--- src/verilog/mbaoc_defs.svh ---
// register map, field positions, reset values and timing counts of the align/output block
`ifndef MBAOC_DEFS_SVH
`define MBAOC_DEFS_SVH

`define MBAOC_ADDR_CTRL      8'h00
`define MBAOC_ADDR_STATUS    8'h04
`define MBAOC_ADDR_DIV       8'h08
`define MBAOC_ADDR_CLKCFG    8'h0c
`define MBAOC_ADDR_REFCFG    8'h10

`define MBAOC_CTRL_REQ       0
`define MBAOC_CTRL_IDLESEL   1

`define MBAOC_F_AMP          0
`define MBAOC_F_STYLE        2
`define MBAOC_F_EN           3
`define MBAOC_F_PD           4
`define MBAOC_F_BIAS         5
`define MBAOC_F_SRC          6

`define MBAOC_DIV_RESET      16'h0000
`define MBAOC_CLKCFG_RESET   20'h42108
`define MBAOC_REFCFG_RESET   32'h0000_0000

`define MBAOC_MCLK_PERIOD_NS 10
`define MBAOC_ALIGN_MAX_NS   480
`define MBAOC_ALIGN_MAX_CYC  (`MBAOC_ALIGN_MAX_NS / `MBAOC_MCLK_PERIOD_NS)
`define MBAOC_SYNC_IDLE_NS   640
`define MBAOC_SYNC_IDLE_CYC  (`MBAOC_SYNC_IDLE_NS / `MBAOC_MCLK_PERIOD_NS)

`endif

--- src/verilog/mbaoc_pkg.sv ---
// types of the multi buffer align / output control block
package mbaoc_pkg;

    typedef struct packed {
        logic            sync_ff1;    // synchroniser stage one
        logic            sync_ff2;    // synchroniser stage two
        logic            sync_prev;   // edge detector history
        logic            req;         // multi_device_align_request
        logic            idle_sel;    // global idle level select
        logic            busy;        // alignment running
        logic [5:0]      timer;       // cycles since the common edge
        logic [3:0][3:0] div;         // divider codes
        logic [3:0][4:0] cnt;         // divider counters
        logic [3:0][4:0] tgt;         // common alignment phase per channel
        logic [19:0]     clkcfg;      // divided_clock_output settings
        logic [31:0]     refcfg;      // sync_pulse_output settings
        logic            active;      // sync pulse train in progress
        logic [6:0]      idle_cnt;    // low cycles since last pulse
        logic [31:0]     prdata;      // latched read data
        logic [3:0]      qclk_p;
        logic [3:0]      qclk_n;
        logic [3:0]      qclk_on;
        logic [3:0]      qref_p;
        logic [3:0]      qref_n;
        logic [3:0]      qref_on;
        logic [3:0]      qref_mid;
    } mbaoc_state_t;

endpackage : mbaoc_pkg

--- src/verilog/mbaoc_ctrl.sv ---
// alignment sequencer, divided outputs and output state control behind an apb slave
//
// Our own choices: the APB register port and the address map.
`timescale 1ns/1ps
`include "mbaoc_defs.svh"

// Overview of operation
// - divided outputs stretch periods by one input period until phase matches
// - one sync rising edge with request set starts alignment
// - divide-by-one outputs run normally during alignment
// - enabled powered sync outputs in sync mode keep passing the sync input during alignment
// - after alignment all outputs rise on one common input clock edge
// - alignment finishes within forty-eight input clock periods
// - request bit clears itself when alignment is achieved
// - alignment repeats whenever software sets the request again
// - with request zero the sync input is simply buffered to outputs
// - power down forces an output off whatever else is set
// - powered but disabled output holds true leg low, complement high
// - lvds amplitudes 350 or 750, lvpecl 350, 750 or 1000
// - sync outputs share clock coding; lvds bias bit selects idle behaviour
// - idle select zero: idle low, toggle for pulses, return to low
// - idle select one: idle at crosspoint, toggle for pulses, return there
module mbaoc_ctrl
    import mbaoc_pkg::*;
(
    input  wire logic        mclk,       // input clock, 100 mhz
    input  wire logic        resetn,     // synchronous reset, active low
    input  wire logic [7:0]  paddr,      // apb byte address
    input  wire logic        psel,       // apb select
    input  wire logic        penable,    // apb access phase
    input  wire logic        pwrite,     // apb direction, 1 = write
    input  wire logic [31:0] pwdata,     // apb write data
    output logic      [31:0] prdata,     // apb read data
    output logic             pready,     // apb ready
    output logic             pslverr,    // apb error on unmapped address
    input  wire logic        sync_in,    // sync pulse input pin
    output logic      [3:0]  qclk_p,     // divided clock true legs
    output logic      [3:0]  qclk_n,     // divided clock complement legs
    output logic      [3:0]  qclk_on,    // divided clock outputs powered
    output logic      [3:0]  qclk_style, // 1 = lvpecl, 0 = lvds
    output logic      [7:0]  qclk_lvl,   // amplitude 0=350 1=750 2=1000 mv
    output logic      [3:0]  qref_p,     // sync output true legs
    output logic      [3:0]  qref_n,     // sync output complement legs
    output logic      [3:0]  qref_on,    // sync outputs powered
    output logic      [3:0]  qref_mid,   // both legs at crosspoint level
    output logic      [3:0]  qref_style, // 1 = lvpecl, 0 = lvds
    output logic      [7:0]  qref_lvl,   // amplitude code as for clocks
    output logic             align_busy  // alignment in progress
);

    mbaoc_state_t s;
    mbaoc_state_t next_s;

    // divider code to ratio; unknown codes fall back to bypass
    function automatic logic [4:0] ratio_of(input logic [3:0] code);
        unique case (code)
            4'h1:    ratio_of = 5'd2;
            4'h2:    ratio_of = 5'd3;
            4'h3:    ratio_of = 5'd4;
            4'h4:    ratio_of = 5'd6;
            4'h5:    ratio_of = 5'd8;
            4'h6:    ratio_of = 5'd12;
            4'h7:    ratio_of = 5'd16;
            4'h8:    ratio_of = 5'd24;
            default: ratio_of = 5'd1;
        endcase
    endfunction : ratio_of

    // amplitude code: lvds has only two steps, lvpecl saturates at 1000 mv
    function automatic logic [1:0] amp_of(input logic style, input logic [1:0] amp);
        if (!style) begin
            amp_of = {1'b0, amp[0]};
        end else begin
            amp_of = amp[1] ? 2'h2 : amp;
        end
    endfunction : amp_of

    // modulo-ratio increment shared by counters and alignment targets
    function automatic logic [4:0] step_of(input logic [4:0] v, input logic [4:0] r);
        step_of = (v + 5'h01 >= r) ? 5'h00 : v + 5'h01;
    endfunction : step_of

    logic       acc;
    logic       wr;
    logic       hit;
    logic       rise;
    logic       all_match;
    logic       set_req;
    logic [31:0] rd_mux;

    assign acc     = psel & penable;
    assign wr      = acc & pwrite;
    assign hit     = (paddr == `MBAOC_ADDR_CTRL) || (paddr == `MBAOC_ADDR_STATUS) ||
                     (paddr == `MBAOC_ADDR_DIV) || (paddr == `MBAOC_ADDR_CLKCFG) ||
                     (paddr == `MBAOC_ADDR_REFCFG);
    assign rise    = s.sync_ff2 & ~s.sync_prev;
    assign set_req = wr && (paddr == `MBAOC_ADDR_CTRL) && pwdata[`MBAOC_CTRL_REQ];

    // no wait states: read data is latched in setup, so pready is a plain decode
    assign pready  = acc;
    assign pslverr = acc & ~hit;
    assign prdata  = s.prdata;

    // read decode
    always_comb begin
        rd_mux = 32'h0000_0000;
        unique case (paddr)
            `MBAOC_ADDR_CTRL:   rd_mux = {30'h0, s.idle_sel, s.req};
            `MBAOC_ADDR_STATUS: rd_mux = {29'h0, s.sync_ff2, s.req, s.busy};
            `MBAOC_ADDR_DIV:    rd_mux = {16'h0, s.div};
            `MBAOC_ADDR_CLKCFG: rd_mux = {12'h0, s.clkcfg};
            `MBAOC_ADDR_REFCFG: rd_mux = s.refcfg;
            default:            rd_mux = 32'h0000_0000;
        endcase
    end

    // all divided channels sit on the common alignment phase
    always_comb begin
        all_match = 1'b1;
        for (int i = 0; i < 4; i++) begin
            if (s.cnt[i] != s.tgt[i]) begin
                all_match = 1'b0;
            end
        end
    end

    // next-state logic for the whole block
    always_comb begin
        logic [4:0] r;
        logic       lvl;
        logic [4:0] cs;
        logic [7:0] rs;
        next_s = s;
        r      = 5'h00;
        lvl    = 1'b0;
        cs     = 5'h00;
        rs     = 8'h00;

        // only the second stage reads the first
        next_s.sync_ff1  = sync_in;
        next_s.sync_ff2  = s.sync_ff1;
        next_s.sync_prev = s.sync_ff2;

        if (psel && !penable) begin
            next_s.prdata = rd_mux;
        end
        if (wr) begin
            unique case (paddr)
                `MBAOC_ADDR_CTRL:   next_s.idle_sel = pwdata[`MBAOC_CTRL_IDLESEL];
                `MBAOC_ADDR_DIV:    next_s.div      = pwdata[15:0];
                `MBAOC_ADDR_CLKCFG: next_s.clkcfg   = pwdata[19:0];
                `MBAOC_ADDR_REFCFG: next_s.refcfg   = pwdata;
                default: ;
            endcase
        end

        // sequencer: armed edge starts, match or the bound ends
        if (!s.busy) begin
            if (s.req && rise) begin
                next_s.busy  = 1'b1;
                next_s.timer = 6'h00;
                next_s.tgt   = '0;
            end
        end else if (all_match || s.timer == 6'(`MBAOC_ALIGN_MAX_CYC - 2)) begin
            next_s.busy = 1'b0;
            next_s.req  = 1'b0;
        end else begin
            next_s.timer = s.timer + 6'h01;
        end
        // a software set wins over the auto clear and rearms
        if (set_req) begin
            next_s.req = 1'b1;
        end

        for (int i = 0; i < 4; i++) begin
            r = ratio_of(s.div[i]);
            // held counter stretches the current output period by one input period
            if (s.busy && s.cnt[i] != s.tgt[i] && s.timer != 6'(`MBAOC_ALIGN_MAX_CYC - 2)) begin
                next_s.cnt[i] = s.cnt[i];
            end else if (s.busy) begin
                next_s.cnt[i] = step_of(s.tgt[i], r);
            end else begin
                next_s.cnt[i] = step_of(s.cnt[i], r);
            end
            if (s.busy) begin
                next_s.tgt[i] = step_of(s.tgt[i], r);
            end
            if (s.busy == 1'b0 && s.req && rise) begin
                next_s.tgt[i] = 5'h00;
            end
            lvl = next_s.cnt[i] < ((r + 5'h01) >> 1);

            // divided clock output state
            cs = s.clkcfg[i*5 +: 5];
            if (cs[`MBAOC_F_PD]) begin
                next_s.qclk_on[i] = 1'b0;
                next_s.qclk_p[i]  = 1'b0;
                next_s.qclk_n[i]  = 1'b0;
            end else if (!cs[`MBAOC_F_EN]) begin
                next_s.qclk_on[i] = 1'b1;
                next_s.qclk_p[i]  = 1'b0;
                next_s.qclk_n[i]  = 1'b1;
            end else begin
                next_s.qclk_on[i] = 1'b1;
                next_s.qclk_p[i]  = lvl;
                next_s.qclk_n[i]  = ~lvl;
            end

            // sync pulse output: clock mode follows its channel, sync mode the input
            rs = s.refcfg[i*8 +: 8];
            next_s.qref_mid[i] = 1'b0;
            if (rs[`MBAOC_F_PD]) begin
                next_s.qref_on[i] = 1'b0;
                next_s.qref_p[i]  = 1'b0;
                next_s.qref_n[i]  = 1'b0;
            end else if (!rs[`MBAOC_F_EN]) begin
                next_s.qref_on[i] = 1'b1;
                next_s.qref_p[i]  = 1'b0;
                next_s.qref_n[i]  = 1'b1;
            end else if (!rs[`MBAOC_F_SRC]) begin
                next_s.qref_on[i] = 1'b1;
                next_s.qref_p[i]  = lvl;
                next_s.qref_n[i]  = ~lvl;
            // the detected edge itself must pass, or the first pulse cycle is lost
            end else if (rs[`MBAOC_F_STYLE] || rs[`MBAOC_F_BIAS] || s.active || rise) begin
                next_s.qref_on[i] = 1'b1;
                next_s.qref_p[i]  = s.sync_ff2;
                next_s.qref_n[i]  = ~s.sync_ff2;
            end else if (s.idle_sel) begin
                next_s.qref_on[i]  = 1'b1;
                next_s.qref_p[i]   = 1'b0;
                next_s.qref_n[i]   = 1'b0;
                next_s.qref_mid[i] = 1'b1;
            end else begin
                next_s.qref_on[i] = 1'b1;
                next_s.qref_p[i]  = 1'b0;
                next_s.qref_n[i]  = 1'b1;
            end
        end

        // pulse train tracking: a long low spell returns the outputs to idle
        if (rise) begin
            next_s.active   = 1'b1;
            next_s.idle_cnt = 7'h00;
        end else if (s.active) begin
            if (s.sync_ff2) begin
                next_s.idle_cnt = 7'h00;
            end else if (s.idle_cnt == 7'(`MBAOC_SYNC_IDLE_CYC - 1)) begin
                next_s.active = 1'b0;
            end else begin
                next_s.idle_cnt = s.idle_cnt + 7'h01;
            end
        end

        if (!resetn) begin
            next_s        = '0;
            next_s.div    = `MBAOC_DIV_RESET;
            next_s.clkcfg = `MBAOC_CLKCFG_RESET;
            next_s.refcfg = `MBAOC_REFCFG_RESET;
        end
    end

    // single state register
    always_ff @(posedge mclk) begin
        s <= next_s;
    end

    // style and amplitude decode of the stored settings
    always_comb begin
        for (int i = 0; i < 4; i++) begin
            qclk_style[i]       = s.clkcfg[i*5 + `MBAOC_F_STYLE];
            qclk_lvl[i*2 +: 2]  = amp_of(s.clkcfg[i*5 + `MBAOC_F_STYLE],
                                         s.clkcfg[i*5 + `MBAOC_F_AMP +: 2]);
            qref_style[i]       = s.refcfg[i*8 + `MBAOC_F_STYLE];
            qref_lvl[i*2 +: 2]  = amp_of(s.refcfg[i*8 + `MBAOC_F_STYLE],
                                         s.refcfg[i*8 + `MBAOC_F_AMP +: 2]);
        end
    end

    assign qclk_p     = s.qclk_p;
    assign qclk_n     = s.qclk_n;
    assign qclk_on    = s.qclk_on;
    assign qref_p     = s.qref_p;
    assign qref_n     = s.qref_n;
    assign qref_on    = s.qref_on;
    assign qref_mid   = s.qref_mid;
    assign align_busy = s.busy;
endmodule : mbaoc_ctrl

--- config.mk ---
export PLATFORM = sky130hd
export DESIGN_NAME = mbaoc_ctrl
export DESIGN_NICKNAME = d
export VERILOG_FILES = /design/src/verilog/mbaoc_pkg.sv /design/src/verilog/mbaoc_ctrl.sv
export VERILOG_INCLUDE_DIRS = /design/src /design/src/verilog
export SDC_FILE = /design/constraint.sdc
export NUM_CORES = 1
export LEC_CHECK = 0
export BUFFER_PORTS_ARGS = -buffer_cell sky130_fd_sc_hd__buf_2
export CELL_PAD_IN_SITES_DETAIL_PLACEMENT = 2
export CELL_PAD_IN_SITES_GLOBAL_PLACEMENT = 2
export CORE_AREA = 10 10 197 199
export DETAILED_ROUTE_END_ITERATION = 8
export DIE_AREA = 0 0 207 209
export PLACE_DENSITY = 0.79
export SLEW_MARGIN = 0
export SYNTH_ARGS = -nofsm -noshare
export SYNTH_HDL_FRONTEND = slang
export SYNTH_SLANG_ARGS = --single-unit
--- constraint.sdc ---
create_clock -name mclk -period 3.61 [get_ports mclk]
set_clock_uncertainty 0.2 [all_clocks]
set_input_delay 0.1805 -clock mclk [delete_from_list [all_inputs] [get_ports mclk]]
set_output_delay 0.1805 -clock mclk [all_outputs]
set_load 0.005 [all_outputs]
==> reports/metrics.cfg, run 1 <==
[synthesis]
ys_warn_count = 0
netlist_top_cells_area = dfxtp_1 (38%), ha_1 (9.0%), nand2_1 (6.2%)
synthArstFlopShare_pct = 0
synthMuxAreaShare_pct = 3.05
synth_top_family_by_area = simple AND/OR/NAND/NOR gates
yosys.area_share.simple_pct = 20.2
synthCells = 1300
synth_seq_cells = 208
ys_seq_area_share_pct = 37.7
yosysTopAreaCell = dfxtp_1
synth_top_cell_area_share_pct = 37.7
synth-compound-area-share_pct = 16.7
synth_adder_area_share_pct = 8.95
syn_nets = 1425
syn_avg_cell_area_um2 = 8.49
ys_types = 68
netlist_area_mm2 = 0.0110
synthFlopType = dfxtp_1
synth_edf_count = 0
synth_xor_area_share_pct = 4.76

[floorplan]
io_pins = 133
coreArea_mm2 = 0.0351
dieArea_mm2 = 0.0433
rows = 69
initial_core_util_pct = 31.5
die_x_um = 207
die_h_um = 209

[sta]
worstMarginPinSlew_ns = 1.10
max_slew_margin_pct = 24.9
finalHoldViolCount = 0
period_minus_slack_ns = 3.54
slew_viol_final = 0
finalCritPeriodShare_pct = 98.1
max_freq_ghz = 0.282
finalSetupViolations = 0
whs_ns = 0.0380
tns_ns = 0

[worst_setup_path]
critPathMaxFanout = 4
critPathTopFamily = compound AO/OA/AOI/OAI gates
cp.required_ns = 3.83
cp_num_buf_inv = 2
cp-end-kind = flip-flop
start_kind = flip-flop
worstPathArrival_ns = 3.76
crit_path_max_incr_delay_ns = 0.36
reg2reg_setup_slack_ns = 0.07
crit_slowest_cell = dfxtp_2
crit_chain = ha_4 > nand3_2 > xnor2_2 > ha_1 > nand2_1 > o21ai_2 > inv_1 > a22o_1 > mux2_2 > ha_1 > nand3_1 > a31oi_1 > o31ai_1 > nor4b_2 > buf_4 > o41ai_1
crit_top_cell = ha_1
critical_path_class = flip-flop to flip-flop

[cts]
cts-root-buf = clkbuf_16
clk_latency_ns = 0.53
cts_buffers = 25
h-tree-depth = 1
clockBufferDepth = 3
cts.sinks = 208
cts_tree = yes
cts.clk_slew.worst_paths_ns = 0.06

[route]
routedWlPerCell_um = 22.1
vias_per_cell = 5.26
dr.first_iter.drc_count = 500
dr.pass1.iters = 5
vias = 10000
drcViolationCount = 0
drt_wl_total_um = 42100
final_antenna_net_count = 0

[final_layout]
final_cell_mix = dfxtp_1 (195), nand2_1 (181), buf_2 (132)
nets = 1551
layout.cells.most_common = dfxtp_1
areaGrowthSynthToFinish_pct = 23.0
drive_above_1_share_pct = 22.7

[placement]
hpwl_um = 28600
io_buffers = 132
gp_congestion = 0.826

[power_and_ir_drop]
power.total_w = 0.00529
irDropWorstVdd_mv = 0.273
p_leak_nw = 5.72
power_density_mw_per_mm2 = 390

[outcome]
outcome = completed

[global_route]
grt_pass1_wl_um = 66400
grt_pass1_vias = 11500
grt-ovfl-total = 0
antenna_found_initial = 1
grt_use_total_pct = 18.5
grt_max_degree = 50

[hold_path]
hp-class = input port to flip-flop

[run]
drv_cap = 0

[cell families (layout without fill, tap and decap cells)]
kind of cell / after synthesis / count (layout)
AO/OA/AOI/OAI: 287 / 287
XOR/XNOR: 60 / 60
adder cells (fa/ha/maj): 79 / 79
buffers and inverters: 177 / 320
flip-flops: 208 / 208
multiplexers: 25 / 25
other: 0 / 1
AND/OR/NAND/NOR: 464 / 464
[what timing repair did]
item,CTS,global route
endpoints found under the setup margin,14,16
hold buffers,37,0
setup buffers,0,1
pin swaps,1,20
gates resized for setup,18,71
endpoints found under the hold margin,70,0
[where the power goes]
part           switching [W]  total (W)  internal, W
Sequential        0.00000938    0.00232      0.00231
Combinational       0.000121   0.000198    0.0000774
Clock                0.00105    0.00278      0.00173
Total                0.00118    0.00529      0.00411
[synthesized netlist by cell type (4+ instances only)]
| library cell | count |
|---|---|
| o41ai_1 | 4 |
| nor3_1 | 8 |
| inv_2 | 4 |
| nor4b_1 | 4 |
| mux2i_1 | 14 |
| nand2_1 | 181 |
| nand2b_1 | 8 |
| inv_1 | 51 |
| ha_1 | 79 |
| nor3b_1 | 4 |
| nand4_1 | 6 |
| nand3_1 | 48 |
| o21ai_0 | 26 |
| and3_1 | 17 |
| buf_1 | 4 |
| nor2b_1 | 21 |
| xnor2_1 | 28 |
| a21boi_0 | 4 |
| nand3b_1 | 9 |
| mux2i_4 | 6 |
| nor2_2 | 10 |
| nor3_2 | 8 |
| clkbuf_1 | 35 |
| a22oi_1 | 29 |
| nor2_1 | 98 |
| dfxtp_1 | 208 |
| o31ai_1 | 6 |
| a22o_1 | 14 |
| a31oi_1 | 9 |
| a32oi_1 | 4 |
| a211oi_1 | 7 |
| a21o_1 | 10 |
| buf_2 | 13 |
| o22ai_1 | 5 |
| a221oi_1 | 4 |
| and2_1 | 31 |
| xor2_1 | 32 |
| a211o_1 | 5 |
| buf_4 | 68 |
| a21oi_1 | 134 |
[area by class of cell]
| cell class | instances | area (µm²) |
|---|---|---|
| sequential | 208 | 4190 |
| clock inverter | 8 | 165 |
| inverter | 55 | 209 |
| multi-input combinational | 915 | 6280 |
| fill | 3897 | 21500 |
| timing repair buffer | 221 | 1440 |
| tap | 461 | 577 |
| antenna | 1 | 2.50 |
| clock buffer | 36 | 717 |
[path summary, 6_finish.rpt]
| path | cells after the start | startpoint | endpoint |
|---|---|---|---|
| worst max-delay path | 16 | s[140] | qref_n[0] |
| worst min-delay path | 5 | penable | prdata[31] |
| worst max register to register | 16 | s[140] | qref_n[0] |
| worst min register to register | 2 | prdata[25] | prdata[25] |
[through the flow]
step                worst slack, ns  cells  utilization [%]  area, µm²
finish                       0.0673   1905             38.7      13600
global route                -0.0834   1905             38.7      13600
CTS                         0.00738   1903             37.7      13200
detailed placement           -0.122   1822             34.0      11900
global placement            -0.0524   1822             34.0      11900
floorplan                     0.132   1300                -      11000
[registers in the layout, indices dropped and copies added (netlist names), named ones only]
name,count
align_busy,1
prdata,32
qclk_n,4
qclk_on,4
qclk_p,4
qclk_style,4
qref_mid,4
qref_n,4
qref_on,4
qref_p,4
qref_style,4
s,119
[metal layers]
layer  GRT usage, %  vias to the layer above  share of wire, %
li1               -                     4677                 -
met1           22.1                     5073                43
met2           33.2                      192                51
met3           2.77                       69               3.4
met4           5.81                        0               2.6
met5              0                        -                 0
[worst reg2reg max path, stage by stage, from the launching register on]
cell and delay [ns]:
dfxtp_2 0.36, ha_4 0.16, nand3_2 0.10, xnor2_2 0.16
ha_1 0.34, nand2_1 0.10, o21ai_2 0.24, inv_1 0.10
a22o_1 0.22, mux2_2 0.27, ha_1 0.30, nand3_1 0.08
a31oi_1 0.15, o31ai_1 0.09, nor4b_2 0.18, buf_4 0.16
o41ai_1 0.22
Note: power is estimated with default switching activity, not from simulation.
==> inputs of run 2 (changes only) <==
--- a/config.mk
+++ b/config.mk
@@ -6,13 +6,14 @@
 export SDC_FILE = /design/constraint.sdc
 export NUM_CORES = 1
 export LEC_CHECK = 0
+export ABC_AREA = 1
 export BUFFER_PORTS_ARGS = -buffer_cell sky130_fd_sc_hd__buf_2
 export CELL_PAD_IN_SITES_DETAIL_PLACEMENT = 2
 export CELL_PAD_IN_SITES_GLOBAL_PLACEMENT = 2
-export CORE_AREA = 10 10 197 199
+export CORE_AREA = 10 10 204 206
 export DETAILED_ROUTE_END_ITERATION = 8
-export DIE_AREA = 0 0 207 209
-export PLACE_DENSITY = 0.79
+export DIE_AREA = 0 0 214 216
+export PLACE_DENSITY = 0.78
 export SLEW_MARGIN = 0
 export SYNTH_ARGS = -nofsm -noshare
 export SYNTH_HDL_FRONTEND = slang
==> run 2 against run 1 <==
  * Routed wire length up 1.8%
  * Sequential share of layout area up 0.54 points
  * Utilization down 3.1 points
  * Fmax up 3.1%
  * Hold slack better by 0.0018 ns
  * Die area up 6.8%
  * Final cell count up 13%
  * Critical path depth unchanged
  * Register-to-register slack better by 0.11 ns
  * Critical path type unchanged
  * Largest power group unchanged
  * Highest routed layer unchanged
==> reports/metrics.cfg, run 2 <==
[outcome]
outcome = completed

[final_layout]
final_design_area_no_fill_mm2 = 0.0133  ; -1.8%
fin_util_pct = 35.7  ; -3.1 points
fillers = 4393  ; +13%
areaGrowthSynthToFinish_pct = 19.5
layout.cells.most_common = nand2_1
top_register = s
final_cell_mix = nand2_1 (319), dfxtp_1 (196), inv_1 (182)
largest_reg_flops = 119  ; unchanged
multi_input_area_mm2 = 0.00575  ; -8.4%
regArea_mm2 = 0.00419  ; about the same
drive_above_1_share_pct = 16.9  ; -5.9 points
nets = 1744  ; +12%

[synthesis]
synth_edf_count = 0  ; unchanged
syn_nets = 1643  ; +15%
yosysTopAreaCell = dfxtp_1
synthFlopType = dfxtp_1
ys_seq_area_share_pct = 37.3  ; -0.40 points
post-synth-top-count-cell = nand2_1
syn_avg_cell_area_um2 = 7.35  ; -13%
synth_top_cell_area_share_pct = 37.3  ; -0.40 points
netlist_area_mm2 = 0.0112  ; +1.1%
ys_warn_count = 0  ; unchanged
netlist_top_cells_area = dfxtp_1 (37%), nand2_1 (11%), ha_1 (8.9%)
synthTopCellsByCount = nand2_1 (323), dfxtp_1 (208), inv_1 (183)
ys_types = 49  ; -28%
synthArstFlopShare_pct = 0  ; unchanged
synth_seq_cells = 208  ; unchanged
synthCells = 1518  ; +17%

[sta]
tns_ns = 0  ; unchanged
max_slew_margin_pct = 39.6  ; +15 points
finalCritPeriodShare_pct = 95.1  ; -3.0 points
period_minus_slack_ns = 3.43  ; -0.108 ns
max_freq_ghz = 0.291  ; +3.1%
slew_viol_final = 0  ; unchanged
worst_slack_ns = 0.175  ; +0.108 ns
finalSetupViolations = 0  ; unchanged
worstMarginPinSlew_ns = 0.904  ; -0.194 ns
finalHoldViolCount = 0  ; unchanged

[global_route]
grt_use_total_pct = 18.1  ; -0.44 points
grt_pass1_wl_um = 68300  ; +3.0%
grt_pass1_vias = 12000  ; +4.4%
antenna_found_initial = 1  ; unchanged
grt_max_degree = 56  ; +12%
grt-ovfl-total = 0  ; unchanged

[power_and_ir_drop]
combPwrFrac_pct = 4.3  ; +0.6 points
p_leak_nw = 5.98  ; +4.5%
p_seq_share_pct = 44.7  ; +0.9 points
power_density_mw_per_mm2 = 391  ; +0.27%
p_sw_w = 0.00117  ; -1.0%
switching_share_pct = 22.4  ; +0.12 points
power_frac_clock_pct = 51.0  ; -1.5 points
p_int_w = 0.00404  ; -1.7%
irDropWorstVdd_mv = 0.246  ; -10%

[worst_setup_path]
start_kind = flip-flop
worstPathArrival_ns = 3.65  ; -0.11 ns
r2r_end = qclk_n[1]
reg2regPathDepth = 16  ; unchanged
reg2reg_setup_slack_ns = 0.18  ; +0.11 ns
cp-end-kind = flip-flop
critical_path_class = flip-flop to flip-flop
critPathMaxFanout = 5  ; +1
cp.required_ns = 3.82  ; about the same
r2r_start = s[145]

[route]
drcViolationCount = 0  ; unchanged
final_antenna_net_count = 0  ; unchanged
drt_wl_total_um = 42800  ; +1.8%
dr.first_iter.drc_count = 417  ; -17%
vias_per_cell = 4.89  ; -6.9%
routedWlPerCell_um = 19.9  ; -9.7%
dr.pass1.iters = 4  ; -1
vias = 10500  ; +5.1%

[hold_path]
hp-class = input port to flip-flop
hold_end = s[118]
hold_depth = 3  ; -2
min_from = resetn

[cts]
cts.sinks = 208  ; unchanged
h-tree-depth = 1  ; unchanged
clockBufferDepth = 3  ; unchanged
clk_latency_ns = 0.52  ; about the same
cts-root-buf = clkbuf_16
cts_setup_buffers = 0  ; unchanged
cts_tree = yes
cts.clk_slew.worst_paths_ns = 0.06  ; about the same
cts_buffers = 24  ; -4.0%

[floorplan]
io_pins = 133  ; unchanged
dieArea_mm2 = 0.0462  ; +6.8%
initial_core_util_pct = 29.8  ; -1.7 points
die_x_um = 214  ; +3.4%
coreArea_mm2 = 0.0374  ; +6.7%
rows = 71  ; +2.9%
die_h_um = 216  ; +3.3%

[placement]
placed_area_mm2 = 0.0119  ; -0.25%
hpwl_um = 31600  ; +10%
post-place-ws_ns = 0.00125  ; +0.123 ns
gp_congestion = 0.852  ; +3.1%
io_buffers = 132  ; unchanged

[run]
drv_cap = 0  ; unchanged

run 2: changes by cell type in the layout (fill, tap and decap cells not counted), moves of 16 or more:
cell / delta
nor2_1: +33
nor2b_1: -21
o21ai_0: +70
a21oi_1: -16
buf_4: -31
nand2_1: +138
and2_1: -23
inv_1: +132
a22oi_1: -26
nand3_1: +34
run 2: logic make-up after synthesis:
family / after synthesis / synth area share [%]
flip-flops: 208 / 37.3
AND/OR/NAND/NOR: 611 / 23.9
buffers and inverters: 304 / 12.8
AO/OA/AOI/OAI: 270 / 13.5
adder cells (fa/ha/maj): 79 / 8.86
XOR/XNOR: 46 / 3.61
run 2: final cells by class:
cell class	count	share of cell area, %
Multi-Input combinational cell	1006	43.2
Clock inverter	6	0.807
Sequential cell	208	31.4
Clock buffer	38	5.66
Inverter	191	5.38
Tap cell	511	4.79
Timing Repair Buffer	188	8.80
Antenna cell	1	0.0188
run 2: through the flow:
step | power, W | hold WS (ns) | cells
3_3_place_gp | 0.00257 | 0.203 | 2067
6_report | 0.00521 | 0.0398 | 2149
5_1_grt | 0.00539 | 0.0430 | 2149
3_5_place_dp | 0.00257 | 0.211 | 2067
2_1_floorplan | 0.00249 | 0.0781 | 1518
4_1_cts | 0.00526 | 0.0295 | 2148
run 2: worst max path at each step:
stage / from / end / slack [ns]
after global placement: s[150] / qclk_n[2] / 0.26
after floorplan: s[125] / qclk_n[1] / 0.68
after global routing: s[146] / qclk_n[1] / -0.11
after CTS: s[151] / qclk_n[2] / 0.03
final: s[145] / qclk_n[1] / 0.18
after detailed placement: s[151] / qclk_n[2] / 0.001
run 2: metal layers:
metal  track usage (%)  vias up  share of wire, %
met3              2.41       46               3.3
met5                 0        -                 0
met2              34.0      135                52
li1                  -     5056                 -
met1              20.9     5280                42
met4              4.43        0               2.0
run 2: power groups by stage:
stage	clock network, W	logic [W]	registers [W]
finish	0.00265	0.000224	0.00233
global route	0.00281	0.000247	0.00233
CTS	0.00271	0.000224	0.00233
detailed placement	0	0.000192	0.00238
global placement	0	0.000187	0.00238
floorplan	0	0.000111	0.00238
run 2: what timing repair did:
action / in CTS / in global routing
setup endpoints to repair: 2 / 16
pin swaps: 0 / 4
hold endpoints to repair: 74 / 0
hold buffers: 37 / 0
resized for setup: 1 / 53
gates cloned: 0 / 0
run 2: worst max-delay path, cell delays in order (launching register included):
cell and delay [ns]:
dfxtp_1 0.43, ha_1 0.23, xor2_1 0.22, ha_1 0.29, nand2_1 0.10, inv_1 0.04
o21ai_0 0.30, and3_1 0.28, nand2_1 0.11, a31oi_4 0.17, ha_1 0.28, a21oi_2 0.15
o21bai_1 0.07, a21oi_1 0.15, nand2_2 0.12, o21ai_1 0.13, inv_1 0.05
==> inputs of run 3 (changes only) <==
--- a/config.mk
+++ b/config.mk
@@ -10,10 +10,11 @@
 export BUFFER_PORTS_ARGS = -buffer_cell sky130_fd_sc_hd__buf_2
 export CELL_PAD_IN_SITES_DETAIL_PLACEMENT = 2
 export CELL_PAD_IN_SITES_GLOBAL_PLACEMENT = 2
-export CORE_AREA = 10 10 204 206
+export CORE_AREA = 3 3 197 199
 export DETAILED_ROUTE_END_ITERATION = 8
-export DIE_AREA = 0 0 214 216
+export DIE_AREA = 0 0 200 202
 export PLACE_DENSITY = 0.78
+export REMOVE_ABC_BUFFERS = 1
 export SLEW_MARGIN = 0
 export SYNTH_ARGS = -nofsm -noshare
 export SYNTH_HDL_FRONTEND = slang
==> run 3 against run 2 <==
  * Utilization down 0.12 points
  * Clock-buffer cell count down 5
  * Die area down 13%
  * Sequential share of layout area up 0.056 points
  * Fmax down 1.5%
  * Worst setup slack worse by 0.051 ns
  * Combinational power about the same
  * Hold slack better by 0.021 ns
  * Clock power about the same
  * Global-route usage up 2.4 points
  * Final area down 0.33%
  * Critical path type unchanged
  * Critical endpoint is now qclk_n[0]
  * Largest power group unchanged
==> reports/metrics.cfg, run 3 (synthesis results as in run 2) <==
[cts]
h-tree-depth = 1  ; unchanged
clockBufferDepth = 3  ; unchanged
clk_latency_ns = 0.54  ; +0.02 ns
cts_tree = yes
cts.sinks = 208  ; unchanged
cts-root-buf = clkbuf_16
cts_buffers = 26  ; +8.3%
cts.clk_slew.worst_paths_ns = 0.06  ; about the same

[route]
vias = 10600  ; +0.44%
final_antenna_net_count = 0  ; unchanged
routedWlPerCell_um = 19.3  ; -3.0%
dr.first_iter.drc_count = 421  ; +0.96%
drt_wl_total_um = 41600  ; -3.0%
drcViolationCount = 0  ; unchanged
vias_per_cell = 4.92  ; +0.44%
dr.pass1.iters = 5  ; +1

[floorplan]
dieArea_mm2 = 0.0404  ; -13%
die_h_um = 202  ; -6.5%
rows = 71  ; unchanged
coreArea_mm2 = 0.0374  ; unchanged
io_pins = 133  ; unchanged
initial_core_util_pct = 29.8  ; unchanged
die_x_um = 200  ; -6.5%

[sta]
tns_ns = 0  ; unchanged
period_minus_slack_ns = 3.49  ; +0.0512 ns
worst_slack_ns = 0.124  ; -0.0512 ns
finalCritPeriodShare_pct = 96.6  ; +1.4 points
slew_viol_final = 0  ; unchanged
finalHoldViolCount = 0  ; unchanged
max_freq_ghz = 0.287  ; -1.5%
worstMarginPinSlew_ns = 1.10  ; +0.200 ns
finalSetupViolations = 0  ; unchanged
max_slew_margin_pct = 26.3  ; -13 points

[global_route]
grt_util_met2_pct = 37.1  ; +3.0 points
grt-ovfl-total = 0  ; unchanged
grt.busiest_layer = met2
grt_pass1_vias = 11900  ; -1.0%
grt_pass1_wl_um = 66100  ; -3.2%
grt_use_total_pct = 20.4  ; +2.4 points
grt_max_degree = 84  ; +50%
use_met1_pct = 25.2  ; +4.2 points
met3_usage_pct = 3.35  ; +0.94 points
antenna_found_initial = 0  ; -1

[final_layout]
largest_reg_flops = 119  ; unchanged
final_cell_mix = nand2_1 (319), dfxtp_1 (195), inv_1 (182)
fin_util_pct = 35.5  ; -0.12 points
num_antenna_cells = 0  ; -1
fillers = 4408  ; +0.34%
multi_input_area_mm2 = 0.00571  ; -0.83%
nets = 1747  ; +0.17%
layout.cells.most_common = nand2_1
areaGrowthSynthToFinish_pct = 19.1
top_register = s
drive_above_1_share_pct = 16.8  ; about the same
regArea_mm2 = 0.00418  ; -0.15%

[worst_setup_path]
cp-end-kind = flip-flop
crit_slowest_cell = dfxtp_2
critPathTopFamily = compound AO/OA/AOI/OAI gates
r2r_start = s[120]
reg2reg_setup_slack_ns = 0.12  ; -0.05 ns
critPathMaxFanout = 6  ; +1
crit_path_max_incr_delay_ns = 0.39  ; -0.04 ns
cp.required_ns = 3.84  ; +0.02 ns
start_kind = flip-flop
reg2regPathDepth = 17  ; +1
r2r_end = qclk_n[0]
critical_path_class = flip-flop to flip-flop
crit_chain = ha_1 > nand3_1 > xnor2_2 > ha_1 > nand2_1 > nor2_1 > o211ai_1 > and2_4 > nand2_1 > a31oi_2 > ha_1 > a21oi_1 > o21bai_1 > a21oi_2 > nand2_2 > o21ai_1 > inv_1
worstPathArrival_ns = 3.72  ; +0.07 ns
cp_num_buf_inv = 1  ; -1
crit_top_cell = ha_1

[power_and_ir_drop]
switching_share_pct = 23.2  ; +0.83 points
p_sw_w = 0.00122  ; +4.2%
p_seq_share_pct = 44.6  ; about the same
p_leak_nw = 6.01  ; +0.47%
p_int_w = 0.00401  ; -0.65%
power_density_mw_per_mm2 = 394  ; +0.76%
combPwrFrac_pct = 4.2  ; about the same
power_frac_clock_pct = 51.2  ; +0.2 points
irDropWorstVdd_mv = 0.357  ; +45%
power.total_w = 0.00523  ; +0.43%

[placement]
gp_congestion = 0.841  ; -1.2%
post-place-ws_ns = -0.0638  ; -0.0651 ns
io_buffers = 132  ; unchanged
hpwl_um = 30100  ; -4.5%

[hold_path]
hp-class = input port to flip-flop
hold_end = s[144]
min_from = resetn
hold_depth = 3  ; unchanged

[run]
drv_cap = 0  ; unchanged

[outcome]
outcome = completed

run 3: cell count changes in the layout (fill, tap and decap cells not counted), sizes merged:
cell,change
buf,+1
clkinv,+4
clkbuf,-5
diode,-1
inv,+1
run 3: timing repair:
action,CTS,global route
hold endpoints to repair,76,0
pin swaps,0,3
hold buffers,37,0
endpoints found under the setup margin,4,16
setup buffers,0,2
gates resized for setup,3,46
run 3: final cells by class:
class,count,share of cell area (%)
clock buffer,33,5.39
clock inverter,11,1.13
inverter,191,5.39
multi-input combinational,1006,42.9
sequential,208,31.5
tap,511,4.81
timing repair buffer,189,8.89
run 3: power groups by stage:
stage | combinational (W) | clock, W | sequential (W)
floorplan | 0.0000686 | 0 | 0.00238
global placement | 0.000182 | 0 | 0.00238
detailed placement | 0.000186 | 0 | 0.00238
CTS | 0.000218 | 0.00272 | 0.00233
global route | 0.000242 | 0.00285 | 0.00233
finish | 0.000221 | 0.00268 | 0.00233
run 3: worst reg2reg max path: cells and delay by family, from the launching register on:
| family | cells | cell delay (ns) |
|---|---|---|
| AOI/OAI and AO/OA | 6 | 1.01 |
| xor gates and xnor gates | 1 | 0.23 |
| adders and majority gates | 3 | 0.77 |
| buffers and inverters | 1 | 0.06 |
| DFF | 1 | 0.39 |
| and+or+nand+nor | 6 | 0.72 |
run 3: worst max-delay path by stage:
stage / from / cells past startpoint / slack, ns / endpoint
2_1_floorplan: s[120] / 17 / 0.68 / qclk_n[0]
3_3_place_gp: s[120] / 17 / 0.14 / qclk_n[0]
3_5_place_dp: s[120] / 17 / -0.06 / qclk_n[0]
4_1_cts: s[141] / 16 / 0.01 / qclk_n[0]
5_1_grt: s[120] / 18 / -0.08 / qref_p[0]
6_report: s[120] / 17 / 0.12 / qclk_n[0]
run 3: metal layers:
metal | routed length, µm | share of wire [%]
met5 | 0 | 0
met4 | 1030 | 2.5
met3 | 1750 | 4.2
met2 | 20700 | 50
met1 | 18000 | 43
run 3: through the flow:
step	std cells	hold slack, ns	instance area, µm²
final	2149	0.0608	13300
after global routing	2149	0.0854	13300
after CTS	2147	0.0593	13100
after detailed placement	2066	0.182	11900
after global placement	2066	0.183	11900
after floorplan	1405	0.0646	10400
